### src/rtl/adc_seq_pkg.sv
// constants shared by the conversion sequencer and its bit-period prescaler
package adc_seq_pkg;
  // register byte addresses
  localparam logic [11:0] ctrl_addr = 12'h000;
  localparam logic [11:0] timing_addr = 12'h004;
  localparam logic [11:0] result_addr = 12'h008;
  localparam logic [11:0] status_addr = 12'h00c;
  localparam logic [11:0] port_addr = 12'h010;
  // control register fields
  localparam int converter_on_bit = 0;
  localparam int go_bit = 1;
  localparam int channel_select_lsb = 2;
  localparam int pin_analog_cfg_lsb = 8;
  // timing register fields
  localparam int conv_clock_sel_lsb = 0;
  localparam int acq_time_sel_lsb = 3;
  // status register fields
  localparam int done_flag_bit = 0;
  localparam int sampling_bit = 1;
  // reset values
  localparam logic [2:0] acq_time_sel_reset = 3'h0;
  localparam logic [2:0] conv_clock_sel_reset = 3'h0;
  localparam logic [3:0] pin_cfg_reset_fuse1 = 4'h0;
  localparam logic [3:0] pin_cfg_reset_fuse0 = 4'h7;
  // timing counts in bit periods, and the result width in bits
  localparam logic [4:0] conv_bit_periods = 5'd11;
  localparam logic [4:0] settle_bit_periods = 5'd2;
  localparam int result_width = 10;
  typedef enum logic [2:0] {
    st_sample, st_delay, st_acquire, st_convert, st_settle
  } seq_state_type;
endpackage

### src/rtl/adc_sequencer.sv
// successive-approximation conversion sequencer with an APB register file
// Function
// - nonzero acquisition: sample then auto-convert
// - acquisition codes give 0,2,4,6,8,12,16,20 periods
// - manual mode converts as start is set
// - acquisition select resets to zero
// - completion clears start, sets done, resamples
// - no status splits acquisition from conversion
// - conversion lasts eleven bit periods, the first one partial on the rc clock
// - clock select picks divider or rc clock
// - manual with rc clock delays one cycle
// - clearing start aborts running conversion
// - abort leaves result registers untouched
// - two bit periods wait, then resample
// - sampling switch opens at conversion start
// - analog pins read as zero on port
// - channel and direction never gate sequencing
// - pin config resets by analog fuse
// - reset turns converter off, aborts
`timescale 1ns/1ps
module adc_sequencer
  import adc_seq_pkg::*;
#(
  parameter int pin_count = 13
)
(
  input wire logic pclk,
  input wire logic presetn,
  input wire logic psel,
  input wire logic penable,
  input wire logic pwrite,
  input wire logic [11:0] paddr,
  input wire logic [31:0] pwdata,
  output logic [31:0] prdata,
  output logic pready,
  output logic pslverr,
  input wire logic port_analog_reset_fuse,
  input wire logic internal_rc_conv_clock,
  input wire logic [pin_count-1:0] port_pins,
  input wire logic comparator_out,
  output logic sample_switch_closed,
  output logic [3:0] channel_select,
  output logic trial_bit_valid,
  output logic [result_width-1:0] trial_code,
  output logic conversion_done_flag
);
  if (pin_count < 1 || pin_count > 16)
  begin : g_pin_count_check
    $error("pin_count must lie between 1 and 16");
  end

  logic converter_on;
  logic go;
  logic [3:0] pin_analog_cfg;
  logic [2:0] acq_time_sel;
  logic [2:0] conv_clock_sel;
  logic [result_width-1:0] result;
  logic [result_width-1:0] sar;
  logic [4:0] count;
  seq_state_type state;
  logic fuse_sync1, fuse_sync2;
  logic [1:0] fuse_age;
  logic rc_sync1, rc_sync2, rc_prev;
  logic [pin_count-1:0] pin_sync1, pin_sync2;
  logic tick;

  function automatic logic [4:0] acq_periods(input logic [2:0] code);
    unique case (code)
      3'h0: acq_periods = 5'd0;
      3'h1: acq_periods = 5'd2;
      3'h2: acq_periods = 5'd4;
      3'h3: acq_periods = 5'd6;
      3'h4: acq_periods = 5'd8;
      3'h5: acq_periods = 5'd12;
      3'h6: acq_periods = 5'd16;
      3'h7: acq_periods = 5'd20;
    endcase
  endfunction

  // bus decode
  wire setup = psel && !penable;
  wire wr = psel && penable && pwrite;
  wire hit_ctrl = (paddr == ctrl_addr);
  wire hit_timing = (paddr == timing_addr);
  wire hit_result = (paddr == result_addr);
  wire hit_status = (paddr == status_addr);
  wire hit_port = (paddr == port_addr);
  wire mapped = hit_ctrl | hit_timing | hit_result | hit_status | hit_port;
  wire wr_ctrl = wr && hit_ctrl;
  wire wr_status = wr && hit_status;
  // clearing go or converter_on stops a sequence; a write of zero while acquiring or converting aborts
  wire sw_go = pwdata[go_bit];
  wire rc_sel = (conv_clock_sel[1:0] == 2'b11);
  wire rc_edge = rc_sync2 && !rc_prev;
  wire busy = (state == st_delay) || (state == st_acquire) ||
              (state == st_convert);
  wire abort = wr_ctrl && !sw_go && (state == st_convert);
  wire last_bit = (state == st_convert) && tick && !abort &&
                  (count == conv_bit_periods - 5'd1);
  // comparator answers the registered trial code within the cycle, so it is
  // read directly: two sync flops would outlast the shortest bit period
  logic [result_width-1:0] sar_next;
  always_comb
  begin
    sar_next = sar;
    if (count != 5'd0 && count <= 5'(result_width))
      sar_next[result_width - 32'(count)] = comparator_out;
  end
  // port read masks analog pins; cfg n of 3 or more leaves pins below 15-n
  // analog, smaller codes all thirteen, so 4'hf leaves none
  logic [15:0] analog_mask;
  always_comb
  begin
    analog_mask = 16'h0000;
    for (int i = 0; i < 16; i++)
      analog_mask[i] = (i < 13) &&
        (pin_analog_cfg < 4'h3 || i < 15 - int'(pin_analog_cfg));
  end
  wire [15:0] port_read = 16'(pin_sync2) & ~analog_mask;
  // go stays visible through acquire and convert alike
  wire [31:0] ctrl_word = {20'h0, pin_analog_cfg, 2'b00, channel_select,
                           go, converter_on};
  wire [31:0] read_mux =
    hit_ctrl ? ctrl_word :
    hit_timing ? {26'h0, acq_time_sel, conv_clock_sel} :
    hit_result ? {22'h0, result} :
    hit_status ? {31'h0, conversion_done_flag} :
    hit_port ? {16'h0, port_read} : 32'h0;

  bit_period_tick u_tick
  (
    .pclk(pclk),
    .presetn(presetn),
    .run((busy || state == st_settle) && !abort),
    .conv_clock_sel(conv_clock_sel),
    .rc_clock_edge(rc_edge),
    .tick(tick)
  );

  // synchronisers for pins and the rc clock
  always_ff @(posedge pclk or negedge presetn)
    if (!presetn)
    begin
      {fuse_sync1, fuse_sync2, rc_sync1, rc_sync2, rc_prev} <= 5'h00;
      pin_sync1 <= '0;
      pin_sync2 <= '0;
    end
    else
    begin
      fuse_sync1 <= port_analog_reset_fuse;
      fuse_sync2 <= fuse_sync1;
      rc_sync1 <= internal_rc_conv_clock;
      rc_sync2 <= rc_sync1;
      rc_prev <= rc_sync2;
      pin_sync1 <= port_pins;
      pin_sync2 <= pin_sync1;
    end

  // bus slave: zero wait states, error on unmapped addresses
  always_ff @(posedge pclk or negedge presetn)
    if (!presetn)
    begin
      prdata <= 32'h0;
      pready <= 1'b0;
      pslverr <= 1'b0;
    end
    else
    begin
      pready <= setup;
      pslverr <= setup && !mapped;
      prdata <= setup && !pwrite ? read_mux : 32'h0;
    end

  // configuration registers
  always_ff @(posedge pclk or negedge presetn)
    if (!presetn)
    begin
      converter_on <= 1'b0;
      channel_select <= 4'h0;
      pin_analog_cfg <= pin_cfg_reset_fuse1;
      fuse_age <= 2'h0;
      acq_time_sel <= acq_time_sel_reset;
      conv_clock_sel <= conv_clock_sel_reset;
    end
    else
    begin
      // fuse is taken once the second sync stage holds the pin value;
      // a software write before then wins and cancels the load
      if (wr_ctrl)
      begin
        fuse_age <= 2'h3;
        pin_analog_cfg <= pwdata[pin_analog_cfg_lsb +: 4];
      end
      else if (fuse_age != 2'h3)
      begin
        fuse_age <= fuse_age + 2'h1;
        if (fuse_age == 2'h2)
          pin_analog_cfg <= fuse_sync2 ? pin_cfg_reset_fuse1
                                       : pin_cfg_reset_fuse0;
      end
      if (wr_ctrl)
      begin
        converter_on <= pwdata[converter_on_bit];
        channel_select <= pwdata[channel_select_lsb +: 4];
      end
      if (wr && hit_timing)
      begin
        acq_time_sel <= pwdata[acq_time_sel_lsb +: 3];
        conv_clock_sel <= pwdata[conv_clock_sel_lsb +: 3];
      end
    end

  // sequencer; channel and direction bits never enter it
  always_ff @(posedge pclk or negedge presetn)
    if (!presetn)
    begin
      state <= st_sample;
      go <= 1'b0;
      count <= 5'd0;
      sar <= '0;
      sample_switch_closed <= 1'b0;
      trial_bit_valid <= 1'b0;
      trial_code <= '0;
      conversion_done_flag <= 1'b0;
      result <= '0;
    end
    else
    begin
      trial_bit_valid <= 1'b0;
      sample_switch_closed <= converter_on &&
        (state == st_sample || state == st_acquire || state == st_delay);
      if (last_bit)
        conversion_done_flag <= 1'b1;
      else if (wr_status && pwdata[done_flag_bit])
        conversion_done_flag <= 1'b0;
      if (wr && hit_result && state != st_convert)
        result <= pwdata[result_width-1:0];
      unique case (state)
        st_sample:
          if (wr_ctrl && sw_go && converter_on)
          begin
            go <= 1'b1;
            count <= 5'd0;
            if (acq_time_sel != 3'h0)
              state <= st_acquire;
            else if (rc_sel)
              state <= st_delay;
            else
            begin
              state <= st_convert;
              sample_switch_closed <= 1'b0;
              sar <= '0;
            end
          end
        st_delay:
        begin
          state <= st_convert;
          sample_switch_closed <= 1'b0;
          sar <= '0;
        end
        st_acquire:
          if (wr_ctrl && !sw_go)
          begin
            go <= 1'b0;
            state <= st_sample;
          end
          else if (tick && count == acq_periods(acq_time_sel) - 5'd1)
          begin
            count <= 5'd0;
            state <= st_convert;
            sample_switch_closed <= 1'b0;
            sar <= '0;
          end
          else if (tick)
            count <= count + 5'd1;
        st_convert:
          if (abort)
          begin
            go <= 1'b0;
            count <= 5'd0;
            state <= st_settle;
          end
          else if (tick)
          begin
            // first period settles, then one bit per period, msb first
            sar <= sar_next;
            if (count != 5'd0)
              trial_bit_valid <= 1'b1;
            if (count < 5'(result_width))
              trial_code <= sar_next | (result_width'(1) <<
                            (result_width - 1 - 32'(count)));
            if (last_bit)
            begin
              result <= sar_next;
              go <= 1'b0;
              count <= 5'd0;
              state <= st_settle;
            end
            else
              count <= count + 5'd1;
          end
        st_settle:
          if (tick && count == settle_bit_periods - 5'd1)
            state <= st_sample;
          else if (tick)
            count <= count + 5'd1;
      endcase
      if (wr_ctrl && !pwdata[converter_on_bit] && state != st_settle)
      begin
        go <= 1'b0;
        state <= st_sample;
      end
    end

  property p_conv_len;
    @(posedge pclk) disable iff (!presetn)
      $rose(state == st_convert) && !wr_ctrl |-> !last_bit;
  endproperty
  a_conv_len: assert property (p_conv_len)
    else $error("conversion ended on its first cycle");

  property p_done_clears_go;
    @(posedge pclk) disable iff (!presetn)
      last_bit |=> !go && conversion_done_flag && state == st_settle;
  endproperty
  a_done_clears_go: assert property (p_done_clears_go)
    else $error("completion did not clear start and set done");

  property p_abort_keeps;
    @(posedge pclk) disable iff (!presetn)
      abort |=> $stable(result) && !go;
  endproperty
  a_abort_keeps: assert property (p_abort_keeps)
    else $error("abort changed result");

  property p_switch_open;
    @(posedge pclk) disable iff (!presetn)
      state == st_convert |-> !sample_switch_closed;
  endproperty
  a_switch_open: assert property (p_switch_open)
    else $error("switch closed while converting");

  property p_go_visible;
    @(posedge pclk) disable iff (!presetn)
      (state == st_acquire || state == st_convert) |-> go;
  endproperty
  a_go_visible: assert property (p_go_visible)
    else $error("start bit dropped during sequence");

  property p_manual;
    @(posedge pclk) disable iff (!presetn)
      state == st_sample && wr_ctrl && sw_go && converter_on &&
      acq_time_sel == 3'h0 && !rc_sel |=> state == st_convert;
  endproperty
  a_manual: assert property (p_manual)
    else $error("manual start did not convert at once");

  property p_rc_delay;
    @(posedge pclk) disable iff (!presetn)
      state == st_sample && wr_ctrl && sw_go && converter_on &&
      acq_time_sel == 3'h0 && rc_sel |=> state == st_delay ##1
      state == st_convert;
  endproperty
  a_rc_delay: assert property (p_rc_delay)
    else $error("rc manual start not delayed one cycle");

  property p_settle;
    @(posedge pclk) disable iff (!presetn)
      state == st_settle && tick && count == 5'd1 |=> state == st_sample;
  endproperty
  a_settle: assert property (p_settle)
    else $error("settle wait not two periods");
endmodule

### src/rtl/bit_period_tick.sv
// prescaler that turns the selected clock source into a bit-period tick
`timescale 1ns/1ps
module bit_period_tick
  import adc_seq_pkg::*;
(
  input wire logic pclk,
  input wire logic presetn,
  input wire logic run,
  input wire logic [2:0] conv_clock_sel,
  input wire logic rc_clock_edge,
  output logic tick
);
  logic [5:0] count;
  logic [5:0] limit;
  wire use_rc = (conv_clock_sel[1:0] == 2'b11);
  // divide by 2 << {sel[1:0],sel[2]}: 000=2 100=4 001=8 101=16 010=32 110=64
  assign limit = 6'(((7'd2) << {conv_clock_sel[1:0], conv_clock_sel[2]}) - 7'd1);
  wire wrap = (count == limit);
  always_ff @(posedge pclk or negedge presetn)
    if (!presetn)
    begin
      count <= 6'h00;
      tick <= 1'b0;
    end
    else
    begin
      // dropping run restarts the divider period, so a wait on the divider always spans whole ticks
      count <= (!run || wrap || use_rc) ? 6'h00 : count + 6'h01;
      tick <= run && (use_rc ? rc_clock_edge : wrap);
    end
endmodule

### config.mk
export PLATFORM = sky130hd
export DESIGN_NAME = adc_sequencer
export DESIGN_NICKNAME = d
export VERILOG_FILES = /design/src/rtl/adc_seq_pkg.sv /design/src/rtl/adc_sequencer.sv /design/src/rtl/bit_period_tick.sv
export SDC_FILE = /design/constraint.sdc
export NUM_CORES = 1
export LEC_CHECK = 0
export BUFFER_PORTS_ARGS = -buffer_cell sky130_fd_sc_hd__buf_2
export CAP_MARGIN = 40
export CORE_ASPECT_RATIO = 1.25
export CORE_MARGIN = 5
export CORE_UTILIZATION = 27
export DETAILED_ROUTE_END_ITERATION = 10
export HOLD_SLACK_MARGIN = 0.08
export SLEW_MARGIN = 20
export SYNTH_ARGS = -nofsm -noshare
export SYNTH_HDL_FRONTEND = slang
export SYNTH_SLANG_ARGS = --single-unit
### constraint.sdc
create_clock -name pclk -period 3.39 [get_ports pclk]
set_input_delay 0.1695 -clock pclk [delete_from_list [all_inputs] [get_ports pclk]]
set_output_delay 0.1695 -clock pclk [all_outputs]
set_load 0.01 [all_outputs]
== After elaboration in Yosys (flattened, before gate mapping) ==
Memory sizes are Yosys's and may differ from the RTL's.
Index checks and enable logic that the tools add are counted.
W data, S select, Z words.

* Bits in registers: 115
* ROM bits: 32
* Output and inout port bits: 51
* Logic and storage cells: 240
* Memories: 1

{| class="wikitable"
|+ Memory list
! name !! words !! width !! rd ports !! clocked after memory_dff !! write ports !! line !! source
|-
| (name not given) || 8 || 4 || 1 || 0 || 0 || adc_sequencer.sv:68 || <nowiki>unique case (code)</nowiki>
|}

* $add $sub $neg: 8
* Magnitude comparators: 18
* Equality and inequality tests: 32
* Shift-type cells: 2
* Mux-type cells: 72
* Bitwise gates (word level): 8
* Reductions and logical operators: 72

{| class="wikitable"
|+ Operator list
! kind !! count
|-
| $lt A5 B32 Y1 const A || 5
|-
| $mux W10 || 13
|-
| $lt A4 B32 Y1 const A || 4
|-
| $mux W16 || 6
|-
| $lt A3 B32 Y1 const A || 2
|-
| $mux W5 || 10
|-
| $pmux W10 S4 || 1
|-
| $ge A32 B1 Y1 const B || 1
|-
| $lt A1 B32 Y1 const A || 1
|-
| $lt A2 B32 Y1 const A || 1
|-
| $lt A32 B5 Y1 const B || 1
|-
| $shl A1 B32 Y10 const A || 1
|-
| $logic_and A1 B1 Y1 || 28
|-
| $mux W3 || 9
|-
| $eq A12 B4 Y1 const B || 2
|-
| $logic_or A1 B1 Y1 || 20
|-
| $pmux W5 S4 || 1
|-
| $mux W1 || 19
|-
| $and A13 B16 Y16 || 1
|-
| $not A13 Y16 || 1
|-
| $pmux W3 S5 || 1
|-
| $reduce_and A5 Y1 || 3
|-
| $eq A12 B3 Y1 const B || 1
|-
| $eq A12 B5 Y1 const B || 1
|-
| other kinds (46) || 79
|}

== Longest topological paths before layout ==
* Word-level depth: 13
* Gate-level depth with buffers: 11

== Modules after synthesis ==
From an unflattened synthesis, not the netlist that was laid out.

* Cells, all modules: 573
* Area total of the unflattened synthesis: 5865.6 µm²

{| class="wikitable"
|+ By module, submodules not included
! module !! instances !! cells each !! area an instance (µm²) !! seq. area each (µm²)
|-
| adc_sequencer || 1 || 532 || 5444.0 || 2627.5
|-
| bit_period_tick || 1 || 41 || 421.7 || 175.2
|}

== Worst setup path before layout ==
No wires, ideal clock.

* Kind: register to register
* Start point: register count[0]
* End point: register trial_code[7]
* Data arrival time: 2.695 ns
* Data required time: 3.271 ns
* Setup slack: 0.576 ns
* Cell stages (with the launch flop): 10
* Period minus slack after synthesis: 2.814 ns
* Cell sequence: dfrtp_1 > clkbuf_1 > inv_1 > ha_1 > or3b_2 > a2111oi_0 > nand2_1 > mux2i_1 > o311ai_0 > o21a_1

* Word-level cells in the longest chain between the ends: 8
* Elaborated cells on any way between the ends: 16
* Classes of those cells: 2 x add/sub; 4 x order compare; 1 x shift; 4 x mux; 1 x bitwise; 4 x reduce/logical

{| class="wikitable"
|+ RTL lines
! what !! line !! source
|-
| from (decl) || adc_sequencer.sv:59 || <nowiki>logic [4:0] count;</nowiki>
|-
| from (signal assigned) || adc_sequencer.sv:275 || <nowiki>count <= count + 5'd1;</nowiki>
|-
| from (signal assigned) || adc_sequencer.sv:300 || <nowiki>count <= count + 5'd1;</nowiki>
|-
| from (signal assigned) || adc_sequencer.sv:306 || <nowiki>count <= count + 5'd1;</nowiki>
|-
| $sub A4 B5 Y6 || adc_sequencer.sv:107 || <nowiki>sar_next[result_width - 32'(count)] = comparator_out;</nowiki>
|-
| $ge A32 B1 Y1 (implied by the code) or $lt A32 B5 Y1 (tied branches) || adc_sequencer.sv:107 ||
|-
| $logic_and A1 B1 Y1 (implied by the code) || adc_sequencer.sv:107 ||
|-
| $mux W1 (implied by the code) || adc_sequencer.sv:107 ||
|-
| $demux W1 S4 || adc_sequencer.sv:107 ||
|-
| $bwmux W10 || adc_sequencer.sv:107 ||
|-
| $mux W10 || adc_sequencer.sv:106 || <nowiki>if (count != 5'd0 && count <= 5'(result_width))</nowiki>
|-
| $or A10 B10 Y10 || adc_sequencer.sv:290 || <nowiki>trial_code <= sar_next | (result_width'(1) <<</nowiki>
|-
| to (signal assigned) || adc_sequencer.sv:290 ||
|-
| to (decl) || adc_sequencer.sv:44 || <nowiki>output logic [result_width-1:0] trial_code,</nowiki>
|}

Parallel ways exist; a longest one is shown, timed or not.
A chain may end at the register's enable or synchronous reset.

== Worst setup path in the final report ==
Ends and elaborated chain as after synthesis.

==> results_dict.tcl <==
set metrics [dict create \
    status "completed" \
    synth_xor_xnor_area_share 0.01911 \
    grt_max_degree 45 \
    htree_levels 3 \
    relSlewSlack 0.5146 \
    vias_per_cell 4.989 \
    grt_overflow 0 \
    yosysTopAreaCell "dfrtp_1" \
    synth_ff_type "dfrtp_1" \
    antenna_found_initial 0 \
    setup_violations 0 \
    clock_latency_ns 0.36 \
    hold_class "in2reg" \
    hp-start "pwdata[6]" \
    ys_seq_elements 112 \
    path_class "reg2reg" \
    cp.buffers_inverters 2 \
    yosys-top-cells-area "dfrtp_1 (47%), mux2i_1 (6.2%), nand2_1 (3.8%), nor2_1 (2.9%), ha_1 (2.7%)" \
    crit_path_max_incr_delay_ns 0.52 \
    num_antenna_cells 0 \
    synth_top_area_share 0.4705 \
    ant_nets 0 \
    period_share 0.8717 \
    synth_commonest_cells "dfrtp_1 (112), nand2_1 (60), nor2_1 (46)" \
    drt_iter0_drc 427 \
    drive_above_1_share 0.2014 \
    nFillCells 2217 \
    dieArea_um2 25150 \
    grt_pass1_vias 4806 \
    worstPathRequired_ns 3.64 \
    path_max_fanout 8 \
    path_delay_family "compound AO/OA/AOI/OAI gates" \
    cp_slowest_cell "dfrtp_1" \
    layout.nets 768 \
    seq_area_um2 2803 \
    crit_path_cell_trace "inv_1 > ha_1 > or3b_2 > a2111oi_0 > buf_4 > nand2_1 > mux2i_1 > o311ai_0 > o21a_1" \
    tritoncts "yes" \
    grt_util_all_layers 0.1315 \
    worstPathArrival_ns 3.21 \
    post-place-cells 933 \
    finalPower_mw 4.581 \
    rows 60 \
    synth_top_family_by_area "simple AND/OR/NAND/NOR gates" \
    fin_cells 974 \
    dpl.hpwl_um 11850 \
    synth_compound_area_frac 0.1592 \
    r2r_start "count[0]$_DFFE_PN0P_" \
    fin_crit_ns 2.955 \
    cp-end-kind "register" \
    slew_violations 0 \
    avgSynthCellArea_um2 9.945 \
    post-cts-setup-buffer-count 0 \
    multi_input_area_um2 2899 \
    synth-simple-area-share 0.1892 \
    irDropWorstVdd_mv 0.2634 \
    path_clk_slew_ns 0.07 \
    synth_fa_ha_area_frac 0.02731 \
    max_freq_mhz 338.4 \
    drt-wirelength-per-cell_um 16.69 \
    async_flop_share 1.000 \
    power.leakage_nw 3.385 \
    holdWs_ns 0.09944 \
    port_buffers 76 \
    die_w_um 142.9 \
    cts.sinks 112 \
    ys.warnings.count 0 \
    synth.distinct_cells 72 \
    startpoint_type "register" \
    p_per_area_nw_per_um2 636.6 \
    worst_pin_slew_ns 0.7273 \
    fin_skew_ns 0.01296 \
    place_ws_ns 0.4450 \
    yosysSeqAreaShare 0.4705 \
    numCtsBuffers 9 \
    netlist_instances 599 \
    fin_setup_tns_ns 0 \
    coreArea_um2 21620 \
    post-route-drc-count 0 \
    finalHoldViolCount 0 \
    cts_buffer_depth 2 \
    startpoint "count[0]$_DFFE_PN0P_" \
    chipHeight_um 176.1 \
    initial_utilization 0.2755 \
    rsz0062_at_grt "no" \
    drt_pass1_iterations 5 \
    maxCapViolCount 0 \
    synth_edf_count 0 \
    area_growth_pct 20.81 \
    yosysMostFrequentCell "dfrtp_1" \
    wl_um 16260 \
    setup_ws_ns 0.4349 \
    num_vias 4859 \
    synthMuxAreaShare 0.07729 \
    gp_congestion 0.8956 \
    syn_area_um2 5957 \
    ios 116 \
    grt_pass1_wl_um 26230 \
    cts.root.buffer_cell "clkbuf_16" \
]
==> worst paths after layout <==
| path | to | slack (ns) | depth (start not counted) |
|---|---|---|---|
| max | trial_code[7]$_DFFE_PN0P_ | 0.43 | 9 |
| min | result[6]$_DFF_PN0_ | 0.1 | 3 |
| max reg2reg | trial_code[7]$_DFFE_PN0P_ | 0.43 | 9 |
| min reg2reg | pin_sync2[12]$_DFF_PN0_ | 0.35 | 0 |
| max in group asynchronous | rc_prev$_DFF_PN0_ | 2.46 | 3 |
| min in group asynchronous | prdata[3]$_DFF_PN0_ | 0.31 | 2 |
==> power by group <==
group | internal, mW | total [mW] | switching (mW) | leakage, nW
Sequential | 1.54 | 1.75 | 0.206 | 1.42
Combinational | 0.690 | 1.70 | 1.01 | 1.81
Clock | 0.624 | 1.14 | 0.514 | 0.155
Total | 2.86 | 4.58 | 1.73 | 3.38
==> placed cells by master (no fill, tap or decap), types with 6 or more instances in the layout <==
cell / n
a211o_1: 7
a21oi_1: 19
a31oi_1: 11
and3_1: 12
buf_2: 75
buf_4: 16
clkbuf_16: 9
conb_1: 19
dfrtp_1: 112
dlygate4sd3_1: 25
ha_1: 13
inv_1: 12
mux2_2: 7
mux2i_1: 37
nand2_1: 60
nand2b_1: 7
nand3_1: 14
nor2_1: 45
nor2b_1: 10
nor3_1: 13
o211ai_1: 11
o21a_1: 8
o21ai_0: 23
or2_2: 6
or4_1: 6
xor2_1: 8
==> cells by family (layout without fill, tap and decap cells) <==
family                   count (synthesis)  in the layout
XOR/XNOR                                13             13
other                                    1             19
AND/OR/NAND/NOR                        216            216
buffers and inverters                   68            146
adder cells (fa/ha/maj)                 13             13
multiplexers                            45             45
AO/OA/AOI/OAI                          131            131
flip-flops                             112            112
==> sequential cells by signal (all words and copies together), names as in the netlist, 2 cells and up <==
register        count
count               5
pin_sync1          13
channel_select      4
conv_clock_sel      3
acq_time_sel        3
trial_code         10
pin_analog_cfg      4
prdata             13
u_tick.count        6
state               3
fuse_age            2
pin_sync2          13
result             10
sar                10
==> worst reg2reg max path, cell delays in order, from the launching register on <==
cell and delay (ns):
dfrtp_1 0.52, inv_1 0.18, ha_1 0.28, or3b_2 0.44, a2111oi_0 0.51, buf_4 0.21, nand2_1 0.09, mux2i_1 0.24
o311ai_0 0.23, o21a_1 0.15
==> per-layer routing <==
| layer | vias up | global-route usage | wire length [µm] |
|---|---|---|---|
| met1 | 2412 | 0.1766 | 7341 |
| met2 | 119 | 0.2169 | 7965 |
| met5 | - | 0 | 0 |
| met4 | 0 | 0.04358 | 297 |
| li1 | 2309 | - | - |
| met3 | 19 | 0.01924 | 653 |
==> stage by stage <==
step           area, µm²    util
2_1_floorplan       6025       -
3_3_place_gp        6609  0.3057
3_5_place_dp        6631  0.3067
4_1_cts             7197  0.3329
5_1_grt             7197  0.3329
6_report            7197  0.3329
==> timing repair <==
| item | in CTS | in global routing |
|---|---|---|
| hold endpoints to repair | 55 | 0 |
| resized for setup | 0 | 0 |
| hold buffers | 25 | 0 |
==> area by class of cell <==
| class | instances | area share |
|---|---|---|
| clock buffers | 12 | 0.03564 |
| well taps | 279 | 0.04850 |
| multi-input cells | 437 | 0.4028 |
| flip-flops and latches | 112 | 0.3894 |
| repair buffers | 118 | 0.1092 |
| clock inverters | 4 | 0.008171 |
| inverters | 12 | 0.006259 |
Note: power is estimated with default switching activity, not from simulation.
